`src/mpfi_params.svh`:
```
`ifndef MPFI_PARAMS_SVH
`define MPFI_PARAMS_SVH
// Transceiver speed select codes
`define MPFI_XCVR_1G 2'h0
`define MPFI_XCVR_2P5G 2'h1
`define MPFI_XCVR_BAD 2'h2
`define MPFI_XCVR_10G 2'h3
// Operating speed report codes
`define MPFI_SPD_10G 3'h0
`define MPFI_SPD_1G 3'h1
`define MPFI_SPD_100M 3'h2
`define MPFI_SPD_10M 3'h3
`define MPFI_SPD_2P5G 3'h4
`define MPFI_SPD_5G 3'h5
// Lane layout
`define MPFI_LO_MSB 7
`define MPFI_HI_LSB 8
`define MPFI_DATA_W 16
`define MPFI_LANES 2
// Path delay fields: whole cycles 21:10, fraction 9:0
`define MPFI_DELAY_W 22
`define MPFI_FRAC_W 10
`define MPFI_WHOLE_LSB 10
// Pipeline depth of the device transmit path in cycles
`define MPFI_PIPE_CYCLES 12'h002
// Interface clock rates in kHz
`define MPFI_GMII_1G_KHZ 62500
`define MPFI_GMII_2P5G_KHZ 156250
`endif

```
`src/mpfi_pkg.sv`:
```
package mpfi_pkg;
  typedef enum logic [1:0] {MPFI_TX_IDLE = 2'b01, MPFI_TX_FRAME = 2'b10} mpfi_tx_state_e;
  typedef logic [15:0] mpfi_bytes_t;
endpackage

```
`src/mpfi_if.sv`:
```
`timescale 1ns/100ps
interface mpfi_if;
  // Reset requests and status
  logic tx_analog_reset;
  logic tx_digital_reset;
  logic rx_analog_reset;
  logic rx_digital_reset;
  logic tx_analog_reset_stat;
  logic tx_digital_reset_stat;
  logic rx_analog_reset_stat;
  logic rx_digital_reset_stat;
  // Rate
  logic [1:0] xcvr_speed_sel;
  logic [2:0] operating_speed;
  // Transmit wide GMII
  logic [15:0] wide_tx_bytes;
  logic [1:0] wide_tx_lane_valid;
  logic [1:0] wide_tx_lane_error;
  logic [21:0] wide_tx_path_delay;
  modport device (
    input tx_analog_reset, tx_digital_reset, rx_analog_reset, rx_digital_reset, xcvr_speed_sel,
    input wide_tx_bytes, wide_tx_lane_valid, wide_tx_lane_error,
    output tx_analog_reset_stat, tx_digital_reset_stat, rx_analog_reset_stat, rx_digital_reset_stat,
    output operating_speed, wide_tx_path_delay
  );
  modport host (
    output tx_analog_reset, tx_digital_reset, rx_analog_reset, rx_digital_reset, xcvr_speed_sel,
    output wide_tx_bytes, wide_tx_lane_valid, wide_tx_lane_error,
    input tx_analog_reset_stat, tx_digital_reset_stat, rx_analog_reset_stat, rx_digital_reset_stat,
    input operating_speed, wide_tx_path_delay
  );
endinterface

```
`src/mpfi_device.sv`:
```
`timescale 1ns/100ps
`include "mpfi_params.svh"
// Overview of operation
// - Global reset initialises all device logic synchronously, on the clock edge
// - Transmit analog reset clears transmit analog part
// - Transmit digital reset clears transmit logic
// - Receive resets clear receive logic and recovery
// - Each reset input has a status output
// - Speed select codes choose 1G, 2.5G, 10G
// - Current rate reported on three-bit code
// - Wide GMII runs 62.5 or 156.25 MHz
// - Transmit GMII synchronous to transmit clock
// - Low byte is earlier, sent first
// - Lane valid bits qualify low, high byte
// - Host holds valid through final byte
// - Lane error marks current frame errored
// - Path delay: whole cycles 21:10, fraction 9:0
module mpfi_device
  import mpfi_pkg::*;
#(
  parameter bit PTP_ENABLE = 1'b1
)
(
  // Clock and global reset
  input wire logic clk,
  input wire logic reset,
  // Link to host
  mpfi_if.device link,
  // Transmit byte stream toward the line
  output logic [7:0] line_byte,
  output logic line_byte_valid,
  output logic line_byte_error,
  output logic line_frame_start,
  output logic line_frame_end,
  // Receive side status
  output logic rx_active
);

  ////////////////////////////////////////////////////////////////////////////
  typedef struct packed {
    logic tx_an_stat;
    logic tx_dig_stat;
    logic rx_an_stat;
    logic rx_dig_stat;
    logic [2:0] speed;
    mpfi_tx_state_e st;
    logic frame_err;
    logic [7:0] held_byte;
    logic held_valid;
    logic held_err;
    logic [7:0] out_byte;
    logic out_valid;
    logic out_err;
    logic out_start;
    logic out_end;
    logic rx_act;
    logic [21:0] delay;
  } mpfi_dev_s;

  mpfi_dev_s r;
  mpfi_dev_s next_r;
  logic [1:0] vld;
  logic [1:0] err;
  logic any_err;
  // Fixed transmit latency, whole cycles over fraction
  localparam logic [`MPFI_DELAY_W-1:0] PATH_DELAY = PTP_ENABLE ?
    {`MPFI_PIPE_CYCLES, {`MPFI_FRAC_W{1'b0}}} : {`MPFI_DELAY_W{1'b0}};

  ////////////////////////////////////////////////////////////////////////////
  assign vld = link.wide_tx_lane_valid;
  assign err = link.wide_tx_lane_error;
  // Errors count only on lanes that carry a byte
  assign any_err = |(err & vld);

  always_comb
  begin
    next_r = r;
    // Status follows each reset request
    next_r.tx_an_stat = link.tx_analog_reset;
    next_r.tx_dig_stat = link.tx_digital_reset;
    next_r.rx_an_stat = link.rx_analog_reset;
    next_r.rx_dig_stat = link.rx_digital_reset;

    // Unlisted select code leaves the rate alone
    case (link.xcvr_speed_sel)
      `MPFI_XCVR_1G: next_r.speed = `MPFI_SPD_1G;
      `MPFI_XCVR_2P5G: next_r.speed = `MPFI_SPD_2P5G;
      `MPFI_XCVR_10G: next_r.speed = `MPFI_SPD_10G;
      default: next_r.speed = r.speed;
    endcase

    // Line strobes last one cycle unless set below
    next_r.out_valid = 1'b0;
    next_r.out_start = 1'b0;
    next_r.out_end = 1'b0;
    next_r.out_err = 1'b0;

    // Low byte goes now, high byte is held for the next cycle
    case (r.st)
      MPFI_TX_IDLE:
      begin
        next_r.frame_err = 1'b0;
        if (vld[0])
        begin
          next_r.st = MPFI_TX_FRAME;
          next_r.out_byte = link.wide_tx_bytes[`MPFI_LO_MSB:0];
          next_r.out_valid = 1'b1;
          next_r.out_start = 1'b1;
          next_r.frame_err = any_err;
          next_r.out_err = any_err;
        end
      end
      MPFI_TX_FRAME:
      begin
        if (r.held_valid)
        begin
          next_r.out_byte = r.held_byte;
          next_r.out_valid = 1'b1;
          next_r.out_err = r.frame_err;
          // The word offered now is dropped, but its error still counts
          next_r.frame_err = r.frame_err | any_err;
        end
        else if (vld[0])
        begin
          next_r.out_byte = link.wide_tx_bytes[`MPFI_LO_MSB:0];
          next_r.out_valid = 1'b1;
          next_r.frame_err = r.frame_err | any_err;
          next_r.out_err = r.frame_err | any_err;
        end
        if (!vld[0] && !r.held_valid)
        begin
          next_r.st = MPFI_TX_IDLE;
          next_r.out_end = 1'b1;
        end
      end
      default: next_r.st = MPFI_TX_IDLE;
    endcase

    // Capture the upper lane when the lower one is consumed
    if (!r.held_valid && vld[0] && vld[1])
    begin
      next_r.held_byte = link.wide_tx_bytes[`MPFI_DATA_W-1:`MPFI_HI_LSB];
      next_r.held_valid = 1'b1;
    end
    else
      next_r.held_valid = 1'b0;

    // Bytes sent across a rate switch are suspect, so the frame is marked
    if (r.st == MPFI_TX_FRAME && next_r.speed != r.speed)
    begin
      next_r.frame_err = 1'b1;
      next_r.out_err = next_r.out_valid;
    end

    // Receive side is up only while neither receive reset is held
    next_r.rx_act = !link.rx_digital_reset && !link.rx_analog_reset;

    // A transmit reset drops the frame in flight; a cut frame is still closed
    if (link.tx_digital_reset || link.tx_analog_reset)
    begin
      next_r.st = MPFI_TX_IDLE;
      next_r.held_valid = 1'b0;
      next_r.out_valid = 1'b0;
      next_r.out_err = 1'b0;
      next_r.out_start = 1'b0;
      next_r.out_end = (r.st == MPFI_TX_FRAME);
      next_r.frame_err = 1'b0;
    end
    if (link.rx_digital_reset || link.rx_analog_reset)
      next_r.rx_act = 1'b0;
  end

  ////////////////////////////////////////////////////////////////////////////
  // Registered on the transmit parallel clock
  always_ff @(posedge clk)
  begin
    if (reset)
    begin
      r <= '0;
      r.delay <= PATH_DELAY;
      r.tx_an_stat <= 1'b1;
      r.tx_dig_stat <= 1'b1;
      r.rx_an_stat <= 1'b1;
      r.rx_dig_stat <= 1'b1;
      r.speed <= `MPFI_SPD_1G;
      r.st <= MPFI_TX_IDLE;
    end
    else
      r <= next_r;
  end

  ////////////////////////////////////////////////////////////////////////////
  assign link.tx_analog_reset_stat = r.tx_an_stat;
  assign link.tx_digital_reset_stat = r.tx_dig_stat;
  assign link.rx_analog_reset_stat = r.rx_an_stat;
  assign link.rx_digital_reset_stat = r.rx_dig_stat;
  assign link.operating_speed = r.speed;
  assign link.wide_tx_path_delay = r.delay;
  assign line_byte = r.out_byte;
  assign line_byte_valid = r.out_valid;
  assign line_byte_error = r.out_err;
  assign line_frame_start = r.out_start;
  assign line_frame_end = r.out_end;
  assign rx_active = r.rx_act;

endmodule

```
`src/flat_wrapper.sv`:
```
// flat-port wrapper written by rule: the top's interface ports become plain ports
module mpfi_device_flat import mpfi_pkg::*;
#(
  parameter bit PTP_ENABLE = 1'b1
)
  (clk, reset, line_byte, line_byte_valid, line_byte_error, line_frame_start, line_frame_end, rx_active, link_tx_analog_reset, link_tx_digital_reset, link_rx_analog_reset, link_rx_digital_reset, link_xcvr_speed_sel, link_wide_tx_bytes, link_wide_tx_lane_valid, link_wide_tx_lane_error, link_tx_analog_reset_stat, link_tx_digital_reset_stat, link_rx_analog_reset_stat, link_rx_digital_reset_stat, link_operating_speed, link_wide_tx_path_delay);
  mpfi_if link_i ();
  input wire logic clk;
  input wire logic reset;
  output logic [7:0] line_byte;
  output logic line_byte_valid;
  output logic line_byte_error;
  output logic line_frame_start;
  output logic line_frame_end;
  output logic rx_active;
  input wire logic [$bits(link_i.tx_analog_reset)-1:0] link_tx_analog_reset;
  input wire logic [$bits(link_i.tx_digital_reset)-1:0] link_tx_digital_reset;
  input wire logic [$bits(link_i.rx_analog_reset)-1:0] link_rx_analog_reset;
  input wire logic [$bits(link_i.rx_digital_reset)-1:0] link_rx_digital_reset;
  input wire logic [$bits(link_i.xcvr_speed_sel)-1:0] link_xcvr_speed_sel;
  input wire logic [$bits(link_i.wide_tx_bytes)-1:0] link_wide_tx_bytes;
  input wire logic [$bits(link_i.wide_tx_lane_valid)-1:0] link_wide_tx_lane_valid;
  input wire logic [$bits(link_i.wide_tx_lane_error)-1:0] link_wide_tx_lane_error;
  output wire logic [$bits(link_i.tx_analog_reset_stat)-1:0] link_tx_analog_reset_stat;
  output wire logic [$bits(link_i.tx_digital_reset_stat)-1:0] link_tx_digital_reset_stat;
  output wire logic [$bits(link_i.rx_analog_reset_stat)-1:0] link_rx_analog_reset_stat;
  output wire logic [$bits(link_i.rx_digital_reset_stat)-1:0] link_rx_digital_reset_stat;
  output wire logic [$bits(link_i.operating_speed)-1:0] link_operating_speed;
  output wire logic [$bits(link_i.wide_tx_path_delay)-1:0] link_wide_tx_path_delay;
  assign link_i.tx_analog_reset = link_tx_analog_reset;
  assign link_i.tx_digital_reset = link_tx_digital_reset;
  assign link_i.rx_analog_reset = link_rx_analog_reset;
  assign link_i.rx_digital_reset = link_rx_digital_reset;
  assign link_i.xcvr_speed_sel = link_xcvr_speed_sel;
  assign link_i.wide_tx_bytes = link_wide_tx_bytes;
  assign link_i.wide_tx_lane_valid = link_wide_tx_lane_valid;
  assign link_i.wide_tx_lane_error = link_wide_tx_lane_error;
  assign link_tx_analog_reset_stat = link_i.tx_analog_reset_stat;
  assign link_tx_digital_reset_stat = link_i.tx_digital_reset_stat;
  assign link_rx_analog_reset_stat = link_i.rx_analog_reset_stat;
  assign link_rx_digital_reset_stat = link_i.rx_digital_reset_stat;
  assign link_operating_speed = link_i.operating_speed;
  assign link_wide_tx_path_delay = link_i.wide_tx_path_delay;
  mpfi_device #(.PTP_ENABLE(PTP_ENABLE)) u_core (.clk(clk), .reset(reset), .link(link_i), .line_byte(line_byte), .line_byte_valid(line_byte_valid), .line_byte_error(line_byte_error), .line_frame_start(line_frame_start), .line_frame_end(line_frame_end), .rx_active(rx_active));
endmodule
```
`config.mk`:
```
export PLATFORM = sky130hd
export DESIGN_NAME = mpfi_device_flat
export DESIGN_NICKNAME = d
export VERILOG_FILES = /design/src/mpfi_pkg.sv /design/src/mpfi_if.sv /design/src/mpfi_device.sv /design/src/flat_wrapper.sv
export VERILOG_INCLUDE_DIRS = /design/src
export SDC_FILE = /design/constraint.sdc
export NUM_CORES = 1
export LEC_CHECK = 0
export ABC_AREA = 1
export BUFFER_PORTS_ARGS = -buffer_cell sky130_fd_sc_hd__buf_4
export CORE_ASPECT_RATIO = 0.6
export CORE_UTILIZATION = 51
export DETAILED_ROUTE_END_ITERATION = 7
export PLACE_DENSITY = 0.92
export SETUP_SLACK_MARGIN = 0.3
export SYNTH_ARGS = -nofsm -noshare
export SYNTH_HDL_FRONTEND = slang
export SYNTH_SLANG_ARGS = --single-unit
```
`constraint.sdc`:
```
create_clock -name clk -period 3.9 [get_ports clk]
set_clock_uncertainty 0.2 [all_clocks]
set_input_delay 0.195 -clock clk [delete_from_list [all_inputs] [get_ports clk]]
set_output_delay 0.195 -clock clk [all_outputs]
set_load 0.03 [all_outputs]
```
Word level (Yosys, flattened, before mapping)
Cells that the tools add are included.

storage, ports and cells
  register bits after elaboration = 32
  bits of input ports = 28
  output and inout port bits = 42
  word-level logic and storage cells = 65

cells by class
  equal/unequal tests = 9
  mux-type cells = 17
  bitwise gates (word level) = 3
  reduce and logical (&&, ||, !) cells = 21

operators with widths
  operator            number
  $mux 10             2
  $pmux 10 s2         1
  $mux 11             1
  $pmux 3 s3          1
  $mux 1              8
  $reduce_or 2->1     3
  $logic_and 1x1->1   5
  $eq 2x1->1 const B  2
  $eq 2x2->1 const B  2
  $logic_not 1->1     4
  $ne 4x3->1 const B  1
  $pmux 2 s2          1
  $reduce_and 2->1    2
  $mux 3              1
  $ne 3x2->1 const B  1
  $ne 3x3->1          1
  $reduce_and 3->1    1
  $reduce_bool 3->1   1
  $reduce_or 3->1     1
  $and 2x2->2         1
  $logic_not 2->1     1
  $logic_or 1x1->1    2
  $mux 2              1
  $ne 2x1->1 const B  1
  5 further kinds     5

Logic depth before layout (Yosys ltp)
Gate-level depths: netlist of run 1.

  depth in word-level cells = 7
  mapped depth = 10
  depth with buffers taken out = 10

Least setup slack after synthesis of run 1
OpenSTA, ideal clock, no wires.

  path kind = register to register
  from = register u_core.r[46] (netlist bit)
  to = register u_core.r (netlist bit u_core.line_byte[6])
  library setup time = 66 ps
  arrival = 1293 ps
  data required time = 3634 ps
  path slack = 2341 ps
  stages on the path, launching flop included = 9
  buffers on the path = 1
  clock period less this slack = 1559 ps
  path through = dfxtp_1 inv_1 ha_1 inv_1 nand2_2 a21oi_4 buf_6 o21ai_2 a21oi_2

between the ends
  word-level cells in the longest chain between the ends = 3
  elaborated cells between the ends (all ways) = 7
  those cells by class = 4 x eq/ne; 1 x mux; 2 x reduce/logical

ends and longest elaborated chain
  what                                                       RTL line            RTL
  from (decl)                                                mpfi_device.sv:60   mpfi_dev_s r;
  from (signal assigned)                                     mpfi_device.sv:189  r <= next_r;
  $eq 2x2->1 / $eq 2x1->1 (equally long branches)            mpfi_device.sv:99   case (r.st)
  $ne 3x2->1 (no source line), or another cell as far along  -
  $reduce_and 3->1 (no source line)                          -

Several ways; a longest one is shown, not always the timed one.
A chain may end at the register's enable or synchronous reset.

Worst setup path in the final report of run 1
  from = register u_core.r[46] (netlist bit)
  to = register u_core.r (netlist bit u_core.line_byte[5])

Same word-level chain as after synthesis.

==> results of run 1 <==
[cell usage in the layout (no fill, tap or decap)]
| master | synthesis | routed |
|---|---|---|
| sky130_fd_sc_hd__o211ai_1 | 2 | 2 |
| sky130_fd_sc_hd__nor2_2 | 2 | 2 |
| sky130_fd_sc_hd__conb_1 | 2 | 22 |
| sky130_fd_sc_hd__a21oi_2 | 2 | 2 |
| sky130_fd_sc_hd__nand2_2 | 2 | 2 |
| sky130_fd_sc_hd__dlygate4sd3_1 | 0 | 15 |
| sky130_fd_sc_hd__o21ai_2 | 2 | 2 |
| sky130_fd_sc_hd__o31ai_1 | 2 | 2 |
| sky130_fd_sc_hd__a21oi_4 | 1 | 1 |
| sky130_fd_sc_hd__clkbuf_8 | 0 | 5 |
| sky130_fd_sc_hd__bufinv_16 | 0 | 1 |
| sky130_fd_sc_hd__a21oi_1 | 26 | 26 |
| sky130_fd_sc_hd__inv_1 | 21 | 21 |
| sky130_fd_sc_hd__inv_2 | 2 | 2 |
| sky130_fd_sc_hd__nand3_1 | 10 | 10 |
| sky130_fd_sc_hd__nor3_1 | 1 | 1 |
| sky130_fd_sc_hd__clkinvlp_4 | 0 | 1 |
| sky130_fd_sc_hd__clkinv_2 | 0 | 1 |
| sky130_fd_sc_hd__buf_4 | 33 | 47 |
| sky130_fd_sc_hd__o21ai_0 | 28 | 28 |
| sky130_fd_sc_hd__dfxtp_1 | 32 | 32 |
| sky130_fd_sc_hd__ha_1 | 2 | 2 |
| sky130_fd_sc_hd__or2_2 | 3 | 3 |
| sky130_fd_sc_hd__nor2_1 | 36 | 36 |
| sky130_fd_sc_hd__nand2_1 | 23 | 23 |
[cell type report]
cell class / count / area share (%)
Sequential cell: 32 / 29.5
Multi-Input combinational cell: 164 / 35.9
Clock buffer: 5 / 3.17
Clock inverter: 3 / 1.96
Inverter: 23 / 3.97
Tap cell: 42 / 2.42
Timing Repair Buffer: 62 / 23.1
[power breakdown]
| part | internal [W] | leakage (nW) | switching (W) |
|---|---|---|---|
| combinational | 0.0000668 | 0.727 | 0.000115 |
| sequential | 0.000346 | 0.263 | 0.0000111 |
| clock | 0.000189 | 0.0541 | 0.000119 |
[layer usage]
layer,track usage [%],up-vias,routed length [um]
met5,0,-,0
met4,6.04,0,14
met3,7.96,4,258
met2,36.1,54,1700
met1,29.8,693,1820
li1,-,815,-
[worst register-to-register path: cells and delay by family, from the launching register on]
kind / cells / cell delay [ns]
AO/OA/AOI/OAI: 3 / 0.72
adder cells (fa/ha/maj): 1 / 0.35
buffers and inverters: 1 / 0.05
flip-flops: 1 / 0.35
AND/OR/NAND/NOR: 2 / 0.23
[cell families after synthesis]
logic type | Yosys count
AOI/OAI and AO/OA | 63
and+or+nand+nor | 77
adders and majority gates | 2
DFF | 32
buffers and inverters | 62
other | 2
[registers in the layout, summed over array words and instances (netlist names)]
name / flops
u_core.line_byte: 8
u_core.line_byte_error: 1
u_core.line_byte_valid: 1
u_core.line_frame_end: 1
u_core.line_frame_start: 1
u_core.link.operating_speed: 3
u_core.link.rx_analog_reset_stat: 1
u_core.link.rx_digital_reset_stat: 1
u_core.link.tx_analog_reset_stat: 1
u_core.link.tx_digital_reset_stat: 1
u_core.r: 12
u_core.rx_active: 1
[metrics by stage]
step | util (%) | setup slack [ns] | hold slack, ns
after floorplan | - | 2.34 | 0.0666
after global placement | 62.9 | 2.15 | 0.158
after detailed placement | 62.9 | 2.08 | 0.161
after CTS | 71.5 | 1.95 | 0.00322
after global routing | 71.5 | 1.68 | 0.0129
final | 71.5 | 1.92 | 0.0108
[how the worst max path moves through the flow]
| stage | to | slack [ns] | depth (start not counted) |
|---|---|---|---|
| finish | u_core.line_byte[5]$_SDFFE_PP0P_ | 1.92 | 7 |
| global route | u_core.line_byte[5]$_SDFFE_PP0P_ | 1.68 | 7 |
| floorplan | u_core.line_byte[6]$_SDFFE_PP0P_ | 2.34 | 8 |
| global placement | u_core.line_byte[5]$_SDFFE_PP0P_ | 2.15 | 7 |
| CTS | u_core.line_byte[5]$_SDFFE_PP0P_ | 1.95 | 7 |
| detailed placement | u_core.line_byte[2]$_SDFFE_PP0P_ | 2.08 | 7 |
==> results by stage, run 1 <==
Run status:
- The run finished with clean final reports.

Clock tree:
- TritonCTS built the clock tree.
- The number of hold buffers added after CTS is 15.
- Once the clock tree was built, the resizer swapped 0 gates to a different size.
- The H-tree depth reported by CTS is 2.
- The CTS buffer count is 5.
- The total number of clock tree sinks is 32.
- The clock input transition at the sequential cells of the worst setup and hold paths is 0.07 ns.
- The maximum count of clock buffers along a single path is 2.
- The tree is rooted in a sky130_fd_sc_hd__clkbuf_8.
- The count of buffers added by post-CTS timing repair for setup is 0.
- For the worst-skew pair, the clock arrives at the later sink with an insertion delay of 0.28 ns.

Job:
- Max-cap violations in this run came to 0.

Floorplanning:
- The die is 77.1 um wide.
- In this run the core area contains 15 standard-cell rows.
- The floorplan step set the die height to 47.0 um.
- The initial core utilization is 56.7%.
- The floorplan step defined a die boundary enclosing 3630 um2.
- For this design the top-level I/O count stands at 70.
- The total core area is 3040 um2.

Routing:
- The count of routing violations after the opening detailed-route iteration is 102.
- The number of design rule violations left after detail routing is 0.
- The overall routed net length is 3.79 mm.
- The detail-routed net length per standard cell is 11.5 um.
- Across all layers, the routed design uses 1,566 vias.
- The number of iterations in the first detailed-routing pass is 4.
- The post-route antenna net violation count is 0.
- The per-cell via count in the routed design is 4.73.

Placed design:
- Routability-driven placement finished with a final weighted congestion of 0.853.
- The number of placed instances, taps included, is 308.
- The instance area after placement is 1910 um2.
- In this run the tool buffered the top-level ports with 47 buffer cells.
- The detailed-placement wirelength estimate is 2.73 mm.

Synth:
- Of the total synthesized cell area, the portion taken by AND, OR, NAND and NOR gates is 18.6%.
- Counting flops with an async set or reset pin after synthesis yields a share of 0%.
- The mean instance size in the synthesized netlist is 7.24 um2.
- In the post-synthesis netlist, the biggest area contributors are sky130_fd_sc_hd__dfxtp_1, sky130_fd_sc_hd__buf_4, sky130_fd_sc_hd__o21ai_0.
- After Yosys synthesis, full adders, half adders and majority gates account for 1.45% of the synthesized area.
- In this run, distinct cell masters in the synthesized netlist total 24.
- The predominant post-synthesis flop cell is sky130_fd_sc_hd__dfxtp_1.
- The mapped cell area is 1720 um2.
- The combinational family with the most area after synthesis is buffers and inverters.
- The sequential area share after synthesis is 37.2%.
- Counting flops with a built-in enable in the synthesized netlist gives 0.
- The fraction of synthesized area in multiplexers is 0%.
- The top-area cell type share of the netlist area is 37.2%.
- The dominant cell by count in the synthesized netlist is sky130_fd_sc_hd__nor2_1.
- Yosys printed 0 warnings.
- The number of instances in the synthesized netlist is 238.
- The share of the synthesized area in compound gates (AO/OA/AOI/OAI) is 20.4%.
- Counting flops and latches in the post-synthesis netlist gives 32.
- Of all cell types, the one taking the most synthesized area is sky130_fd_sc_hd__dfxtp_1.
- The commonest cells after synthesis are sky130_fd_sc_hd__nor2_1, sky130_fd_sc_hd__buf_4, sky130_fd_sc_hd__dfxtp_1.
- The share of the synthesized netlist area taken by xor and xnor gates is 0%.

Pwr:
- In this run the power density over the cells is 390 nW/um2.
- The maximum vdd drop is 0.000221 V.
- The total power draw is 0.000847 W.
- The total leakage power is 1.04 nW.

Setup path:
- STA puts the critical path data arrival time at 1.98 ns.
- Traced cell by cell, the critical path runs through inv_1 -> ha_1 -> nand2_2 -> nand2_2 -> a21oi_4 -> o21ai_0 -> a21oi_1.
- In this run the register-to-register setup slack is 1.92 ns.
- Together, buffers and inverters on the worst path number 1.
- The origin of the critical flop-to-flop path is u_core.r[46]$_SDFFE_PP1P_.
- Among cell families on the critical path, the largest total delay comes from compound AO/OA/AOI/OAI gates.
- The cell with the largest stage delay on the worst path is sky130_fd_sc_hd__a21oi_4.
- By instance count, the cell type seen most on the critical path is sky130_fd_sc_hd__nand2_2.
- For this run, the slowest stage of the critical path takes 0.37 ns.
- The required time at the endpoint of the critical path is 3.90 ns.
- The worst reg-to-reg path cell count is 7.
- The kind of end point of the critical path is a flop.
- The critical path class is reg -> reg.
- In this run the worst setup path begins at u_core.r[46]$_SDFFE_PP1P_.
- Along the worst path, the maximum fanout reaches 16.
- The kind of launch point of the worst setup path is a flop.
- In this run the critical register-to-register path is captured at u_core.line_byte[5]$_SDFFE_PP0P_.

Worst hold path:
- The worst hold path belongs to the class in -> reg.
- The worst hold path begins at link_wide_tx_bytes[1].
- The worst hold path passes through 3 cells.
- The terminating pin of the worst hold path is u_core.line_byte[1]$_SDFFE_PP0P_.

Timing:
- The final count of hold timing violations is 0.
- The final sum of negative setup slack is 0 ns.
- The number of slew-limit violations in the final report came to 0.
- The final period utilization is 50.7%.
- The total of endpoints with negative setup slack in the final report is 0.
- The fmax is 505 MHz.
- Setup repair after global routing left no endpoint under its margin.
- The smallest clock period supported by the final layout is computed as 1.98 ns.

Global routing:
- The first-pass GRT wire length is 6.04 mm.
- Entering global routing, the biggest net connects 19 pins.
- The initial antenna violation count is 0.
- The aggregate global-route resource usage is 22.5%.
- The number of global-route vias before repair came to 1,358.
- The total grt overflow is 0.

Cells and area:
- The count of inserted antenna diode cells is 0.
- For this run, the post-layout net count is 318.
- The cell area after layout is 2170 um2.
- Fill cells in the final layout number 255.
- In the final layout, the multi-input gates occupy 779 um2.
- The register cell area after layout is 641 um2.
- The fraction of final layout cells sized beyond drive strength 1 is 23.9%.
- Relative to the synthesized area, the layout overhead comes to 26.1%.
- The number of standard cells in the layout, taps in and fillers out is 331.
(Power assumes the default switching activity.)
==> run 2: changes to the inputs <==
ABC_AREA = 0   (was 1)
CORE_UTILIZATION = 42   (was 51)
PLACE_DENSITY = 0.83   (was 0.92)
clock period = 1.8 ns   (was 3.9 ns; I/O delays follow)
==> run 2 against run 1 <==
  * The flow now finishes with violations (negative hold slack)
  * Synthesized cell count decreased by 25%
  * Clock power increased by 90%
  * Combinational power is 130% higher
  * Non-clock buffer count up 9
  * Clock-buffer cell count up 2
  * Utilization down 9.8 points
  * Final area up 4.5%
  * Fmax up 19%
  * Sequential power increased by 110%
  * Sequential share of layout area is 1.1 points lower
  * Critical path depth fell by 1
  * Register-to-register slack lost 1.8 ns
  * Critical endpoint is now u_core.line_byte[7]$_SDFFE_PP0P_
==> results by stage, run 2 <==
Run status:
- The run finished, with violations left.
- The final reports fail on negative hold slack.

Placed design:
- The pre-CTS worst setup slack is 0.0594 ns.
- The detailed-placement wirelength estimate is 2.42 mm.
- The global placer's final weighted congestion is 0.897.
- Buffers placed on the I/O ports in this run total 47.

Timing:
- The final count of hold timing violations came to 20.
- Setup violations remaining at the end of the flow were counted as 0.
- The worst slack on hold paths is -0.0550 ns.
- Counting I/O delays and the setup requirement, the final critical path takes 1.66 ns.
- The final sum of negative setup slack is 0 ns.
- Derived from the worst setup path, the maximum achievable clock frequency is 602 MHz.
- The number of slew-limit violations in the final report is 0.
- Setup repair after global routing could not meet its margin everywhere.
- In the post-route analysis, the smallest setup slack over all paths is 0.140 ns.
- The worst path uses 92.2% of the clock period.

Cells and area:
- Summing all multi-input logic gate instances after layout gives 838 um2.
- The layout has 302 filler cells.
- The number of antenna diodes in the final layout is 0.
- Compared with the post-synthesis result, the final layout area differs by 40.6%.
- The register cell area after layout is 644 um2.
- The number of flip-flops in the largest register is 12.
- The post-route netlist has 36.4% of its cells at a drive strength greater than 1.
- Cells fill 61.7% of the core in the end.
- For this run, the post-layout net count is 265.
- The library cell used most frequently in the layout, excluding fill and tap cells, is sky130_fd_sc_hd__buf_4.
- Leaving out fill and tap cells, the most frequent cells in the layout are sky130_fd_sc_hd__buf_4, sky130_fd_sc_hd__dfxtp_1, sky130_fd_sc_hd__conb_1.
- u_core.r holds more flip-flops than any other register.

Setup path:
- The maximum fanout along the worst path is 5.
- STA puts the critical path data required time at 1.77 ns.
- For this design, the slowest cell found on the critical path is sky130_fd_sc_hd__dfxtp_2.
- The kind of end point of the critical path is a flop.
- The signal arrival time at the worst endpoint is 1.63 ns.
- Walking the worst path, the cells encountered are inv_2 -> ha_4 -> and2b_4 -> or2_4 -> a31oi_4 -> a311oi_2.
- The longest individual stage delay on the worst path is 0.36 ns.
- The critical path is of the reg -> reg type.
- The worst setup path is launched from a flop.
- The startpoint identified for the worst register-to-register timing path is u_core.r[46]$_SDFFE_PP1P_.
- The critical path startpoint is u_core.r[46]$_SDFFE_PP1P_.

Clock tree:
- Clock tree synthesis inserted a total of 5 buffers.
- The number of hold buffers added after CTS is 18.
- The H-tree depth reported by CTS is 2.
- The total number of clock tree sinks is 32.
- Counting along the longest clock path gives a buffer depth of 2.
- For the worst-skew pair, the clock arrives at the later sink with an insertion delay of 0.30 ns.
- TritonCTS built the clock tree.
- After clock tree synthesis, the clock-pin slew on the worst setup and hold paths is 0.07 ns.
- The cell chosen for the clock root is sky130_fd_sc_hd__clkbuf_8.

Global routing:
- The initial antenna violation count is 0.
- The number of global-route vias before repair is 1,322.
- Global routing finished with a remaining overflow of 0.
- The first global-routing pass estimated 5.98 mm of wire.
- The largest net degree at the start of global routing is 25.
- The aggregate global-route resource usage is 20.1%.

Floorplanning:
- The die boundary width is 82.1 um.
- The count of standard-cell rows is 17.
- The die covers 4110 um2.
- The core region is 3680 um2.
- For this design the top-level I/O count stands at 70.
- For this configuration, the core starts out at a cell density of 43.9%.
- The floorplan die height is 50.0 um.

Synth:
- Summed over all instances, the cell type with the most area after synthesis is sky130_fd_sc_hd__dfxtp_1.
- The async set or reset register ratio after synthesis is 0%.
- Sorting the synthesized cells by area gives the leading types as sky130_fd_sc_hd__dfxtp_1, sky130_fd_sc_hd__buf_4, sky130_fd_sc_hd__mux2i_1.
- The netlist uses 38 different library cells.
- The top-area cell type share of the netlist area is 39.7%.
- The predominant post-synthesis flop cell is sky130_fd_sc_hd__dfxtp_1.
- Counting flops and latches in the post-synthesis netlist gives 32.
- The commonest cells after synthesis are sky130_fd_sc_hd__buf_4, sky130_fd_sc_hd__dfxtp_1, sky130_fd_sc_hd__a21oi_1, sky130_fd_sc_hd__nor2_1, sky130_fd_sc_hd__and3_1.
- The number of enable-type register cells in the synthesized netlist is 0.
- In the synthesized netlist, the number of instances is 178.
- During synthesis, Yosys emitted a total of 0 warnings.
- Each instance of the synthesized netlist takes up on average 9.07 um2.
- The most common cell in the synthesized netlist is sky130_fd_sc_hd__buf_4.
- The mapped cell area is 1620 um2.
- The sequential area share after synthesis is 39.7%.

Worst hold path:
- The startpoint identified for the worst hold timing path is reset.
- In this run the worst hold path is classified as in -> reg.

Routing:
- After detailed routing, the number of remaining DRC violations is 0.
- The number of vias in the routed layout is 1,397.
- The post-route antenna net violation count is 0.
- After detailed routing, the total wire length is 3.87 mm.
- The per-cell via count in the routed design is 4.94.
- The pre-antenna-repair detailed-routing pass consisted of 4 iterations.
- In the final routed layout, each cell accounts on average for 13.7 um.
- After the first detailed-routing iteration, the DRC count stood at 50.

Pwr:
- The total leakage power is 1.01 nW.
- Across the VDD grid, the largest voltage drop is 0.000456 V.
- The power density normalized to cell area is 775 nW/um2.

Job:
- The number of maximum-capacitance violations is 0.
[run 2: logic make-up after synthesis]
family	after synthesis	share of synthesized area, %
AO/OA/AOI/OAI	40	17.4
adder cells (fa/ha/maj)	2	1.55
buffers and inverters	46	19.7
flip-flops	32	39.7
multiplexers	8	4.96
other	2	0.465
AND/OR/NAND/NOR	48	16.3
[run 2: metrics by stage]
stage / instances / area [um2] / hold WS (ns) / power, W
2_1_floorplan: 198 / 1710 / -0.0384 / 0.00106
3_3_place_gp: 253 / 1840 / 0.0581 / 0.00110
3_5_place_dp: 253 / 1840 / 0.0613 / 0.00111
4_1_cts: 283 / 2200 / -0.0594 / 0.00174
5_1_grt: 283 / 2270 / -0.0399 / 0.00184
6_report: 283 / 2270 / -0.0550 / 0.00176
[run 2: critical path, delay by kind of cell, from the launching register on]
family / cells / cell delay, ns
AO/OA/AOI/OAI: 2 / 0.31
adder cells (fa/ha/maj): 1 / 0.15
flip-flops: 1 / 0.36
AND/OR/NAND/NOR: 2 / 0.46
buffers and inverters: 1 / 0.05
[run 2: report_power, final]
part,internal (W),switching (W)
Clock,0.000310,0.000275
Combinational,0.000176,0.000232
Sequential,0.000746,0.0000209
Total,0.00123,0.000528
[run 2: cell type report]
class / count / area share [%]
multi-input combinational: 121 / 36.9
sequential: 32 / 28.4
timing repair buffer: 71 / 27.2
clock buffer: 7 / 3.80
tap: 47 / 2.59
inverter: 4 / 0.771
clock inverter: 1 / 0.331
[run 2: path summary, 6_finish.rpt]
check / to / slack (ns) / cells past startpoint
worst min-delay path: u_core.r[40]$_SDFFE_PP0P_ / -0.05 / 2
worst max-delay path: u_core.line_byte[7]$_SDFFE_PP0P_ / 0.14 / 6
worst max register to register: u_core.line_byte[7]$_SDFFE_PP0P_ / 0.14 / 6
worst min register to register: u_core.r[42]$_SDFFE_PP0P_ / 0.29 / 2
[run 2: layer usage]
metal	up-vias	share of wire, %	wire (um)	track usage, %
met1	656	45	1730	25.5
met3	5	7.1	273	8.70
met4	0	1.1	42	3.51
met2	53	47	1820	31.5
met5	-	0	0	0
li1	683	-	-	-
[run 2: timing repair]
item                       CTS  global route
gates resized for setup      9            15
buffers inserted             2             0
hold endpoints to repair    31            17
gates cloned                 2             0
setup endpoints to repair   11            14
pin swaps                   10             7
==> run 3: changes to the inputs <==
CORE_UTILIZATION = 47   (was 42)
PLACE_DENSITY = 0.87   (was 0.83)
clock period = 1.71 ns   (was 1.8 ns; I/O delays follow)
==> run 3 against run 2 <==
  * The flow still finishes with violations (negative hold slack)
  * Clock-buffer cell count unchanged
  * Fmax rose by 0.29%
  * Sequential cell count unchanged
  * Wire length is 10% higher
  * Cell count up 2.5%
  * Utilization is 10 points higher
  * Critical path type unchanged
  * Critical endpoint unchanged
  * Highest routed layer unchanged
==> results by stage, run 3 (same netlist as run 2, synthesis figures left out) <==
Cells and area:
- The fill cell total of the finished layout is 236.
- The net count of the finished layout is 275.
- The commonest non-fill, non-tap cell in the layout is sky130_fd_sc_hd__buf_4.
- The layout overhead on the synthesized area is 45.5%.
- The multi-input logic area is 865 um2.
- The fraction of final layout cells sized beyond drive strength 1 is 38.4%.
- In the layout the commonest cells are sky130_fd_sc_hd__buf_4, sky130_fd_sc_hd__dfxtp_1, sky130_fd_sc_hd__conb_1, sky130_fd_sc_hd__dlygate4sd3_1, sky130_fd_sc_hd__nor2_1.
- The finished cells cover 2350 um2.
- u_core.r holds more flip-flops than any other register.
- The sequential cells in the finished layout cover a total of 648 um2.
- The count of inserted antenna diode cells is 0.
- The number of flip-flops in the largest register is 12.

Floorplanning:
- During I/O placement, the number of pins put on the boundary was 70.
- From left edge to right edge, the die measures 77.7 um.
- The floorplan step defined a die boundary enclosing 3680 um2.
- The total core area is 3260 um2.
- The floorplan step set the die height to 47.4 um.
- Row generation in the floorplan step produced 16 rows.
- The initial core utilization is 49.5%.

Routing:
- The overall routed net length is 4.26 mm.
- The count of routing violations after the opening detailed-route iteration is 146.
- The number of design rule violations left after detail routing is 0.
- The first TritonRoute pass finished after 4 iterations.
- The count of nets left with antenna violations once routing finished came out at 0.
- The number of vias in the routed layout is 1,467.
- Using the TritonRoute via totals, the vias-per-cell ratio works out to 5.06.
- The detail-routed net length per standard cell is 14.7 um.

Run status:
- The checks that failed: negative hold slack.
- The run finished, with violations left.

Clock tree:
- In this run, CTS created clock tree buffers numbering 5.
- After clock tree synthesis, the clock-pin slew on the worst setup and hold paths is 0.07 ns.
- The clock latency of the later-clocked register in the worst-skew pair is 0.28 ns.
- For this design, the CTS-stage hold fixing added 22 buffers.
- The H-tree depth reported by CTS is 2.
- For this design, the sink count on the clock tree is 32.
- The clock passes through at most 2 buffers.
- The TritonCTS clock tree is yes.
- The cell chosen for the clock root is sky130_fd_sc_hd__clkbuf_8.

Pwr:
- The total leakage power is 1.06 nW.
- The maximum vdd drop is 0.000545 V.
- The power density normalized to cell area is 795 nW/um2.
- The total power draw is 0.00187 W.

Global routing:
- Global routing used 22.7% of the available tracks across all layers.
- For this run the aggregate overflow at the end of global routing stands at 0.
- The first global-routing pass estimated 6.07 mm of wire.
- The initial antenna violation count is 0.
- The number of global-route vias before repair was 1,297.
- The largest net degree at the start of global routing is 24.

Timing:
- Setup repair after global routing could not meet its margin everywhere.
- The fmax is 604 MHz.
- The post-layout minimum cycle time is 1.66 ns.
- The worst slack on hold paths is -0.0443 ns.
- The final count of hold timing violations is 1.
- The number of slew-limit violations in the final report is 0.
- The total of endpoints with negative setup slack in the final report is 0.
- Of the available clock period, the critical path in the final layout requires 96.8%.

Worst hold path:
- The type of the most critical hold path is in -> reg.

Setup path:
- In this run the worst path has a maximum fanout of 5.
- STA puts the critical path data required time at 1.66 ns.
- Among cell families on the critical path, the largest total delay comes from simple AND/OR/NAND/NOR gates.
- The kind of end point of the critical path is a flop.
- The worst setup path is of the reg -> reg kind.
- The signal arrival time at the worst endpoint is 1.61 ns.
- The worst setup path is launched from a flop.
- The largest single stage delay on the critical path is 0.37 ns.
- The number of buffer and inverter instances along the worst setup path is 1.
- Among all stages on the critical path, the largest delay is contributed by sky130_fd_sc_hd__dfxtp_4.
- The signal on the critical path passes through inv_2 -> ha_4 -> and2b_4 -> or2_4 -> a31oi_4 -> a311oi_2.

Job:
- The tool flagged a number of max-cap violations equal to 0.

Placed design:
- Buffers placed on the I/O ports in this run total 47.
- The global placer's final weighted congestion is 0.865.
- Detailed placement finished with a half-perimeter wire length of 2.55 mm.
- The instance area after placement is 1850 um2.
-- run 3: changes by cell type in the layout (fill, tap and decap cells not counted), moves of 2 or more --
cell	delta
sky130_fd_sc_hd__a31oi_2	-2
sky130_fd_sc_hd__a21oi_1	-2
sky130_fd_sc_hd__dlygate4sd3_1	+4
sky130_fd_sc_hd__buf_4	+5
sky130_fd_sc_hd__a21oi_2	+3
-- run 3: metal layers --
layer / part of all wire, % / global-route usage (%)
met5: 0 / 0
met1: 43 / 28.7
met2: 47 / 37.7
met3: 8.8 / 6.10
met4: 0.92 / 11.3
-- run 3: stage by stage --
| stage | cells | TNS (ns) | worst slack, ns | util, % | hold slack (ns) |
|---|---|---|---|---|---|
| after floorplan | 198 | 0 | 0.0916 | - | -0.0429 |
| after global placement | 253 | 0 | 0.0157 | 56.8 | 0.0544 |
| after detailed placement | 253 | -0.0215 | -0.0154 | 56.8 | 0.0543 |
| after CTS | 285 | 0 | 0.0989 | 67.9 | -0.0616 |
| after global routing | 290 | 0 | 0.0187 | 72.0 | -0.0206 |
| final | 290 | 0 | 0.0545 | 72.0 | -0.0443 |
-- run 3: tightest hold or removal path, delay by kind of cell --
kind,cells,cell delay [ns]
and+or+nand+nor,1,0.09
buffers and inverters,1,0.12
AOI/OAI and AO/OA,1,0.11
-- run 3: path summary, 6_finish.rpt --
path	from	to	slack (ns)	depth (start not counted)
max	u_core.r[46]$_SDFFE_PP1P_	u_core.line_byte[7]$_SDFFE_PP0P_	0.05	6
min	link_xcvr_speed_sel[1]	u_core.link.operating_speed[0]$_SDFF_PP1_	-0.04	3
max reg2reg	u_core.r[46]$_SDFFE_PP1P_	u_core.line_byte[7]$_SDFFE_PP0P_	0.05	6
min reg2reg	u_core.r[38]$_SDFFE_PP0P_	u_core.r[38]$_SDFFE_PP0P_	0.30	2
-- run 3: area by class of cell --
type                            count  area share, %
Inverter                            4          0.852
Clock buffer                        7           4.10
Sequential cell                    32           27.6
Timing Repair Buffer               80           28.3
Multi-Input combinational cell    122           36.8
Tap cell                           45           2.40
-- run 3: repair_timing --
action / in CTS / in global routing
gates resized for setup: 8 / 19
gates cloned: 2 / 1
buffers inserted: 1 / 4
hold endpoints to repair: 26 / 1
endpoints found under the setup margin: 13 / 22
pin swaps: 10 / 16
-- run 3: where the power goes --
group          internal (W)  switching, W
Clock              0.000358      0.000267
Sequential         0.000784     0.0000210
Combinational      0.000187      0.000249
Total               0.00133      0.000537
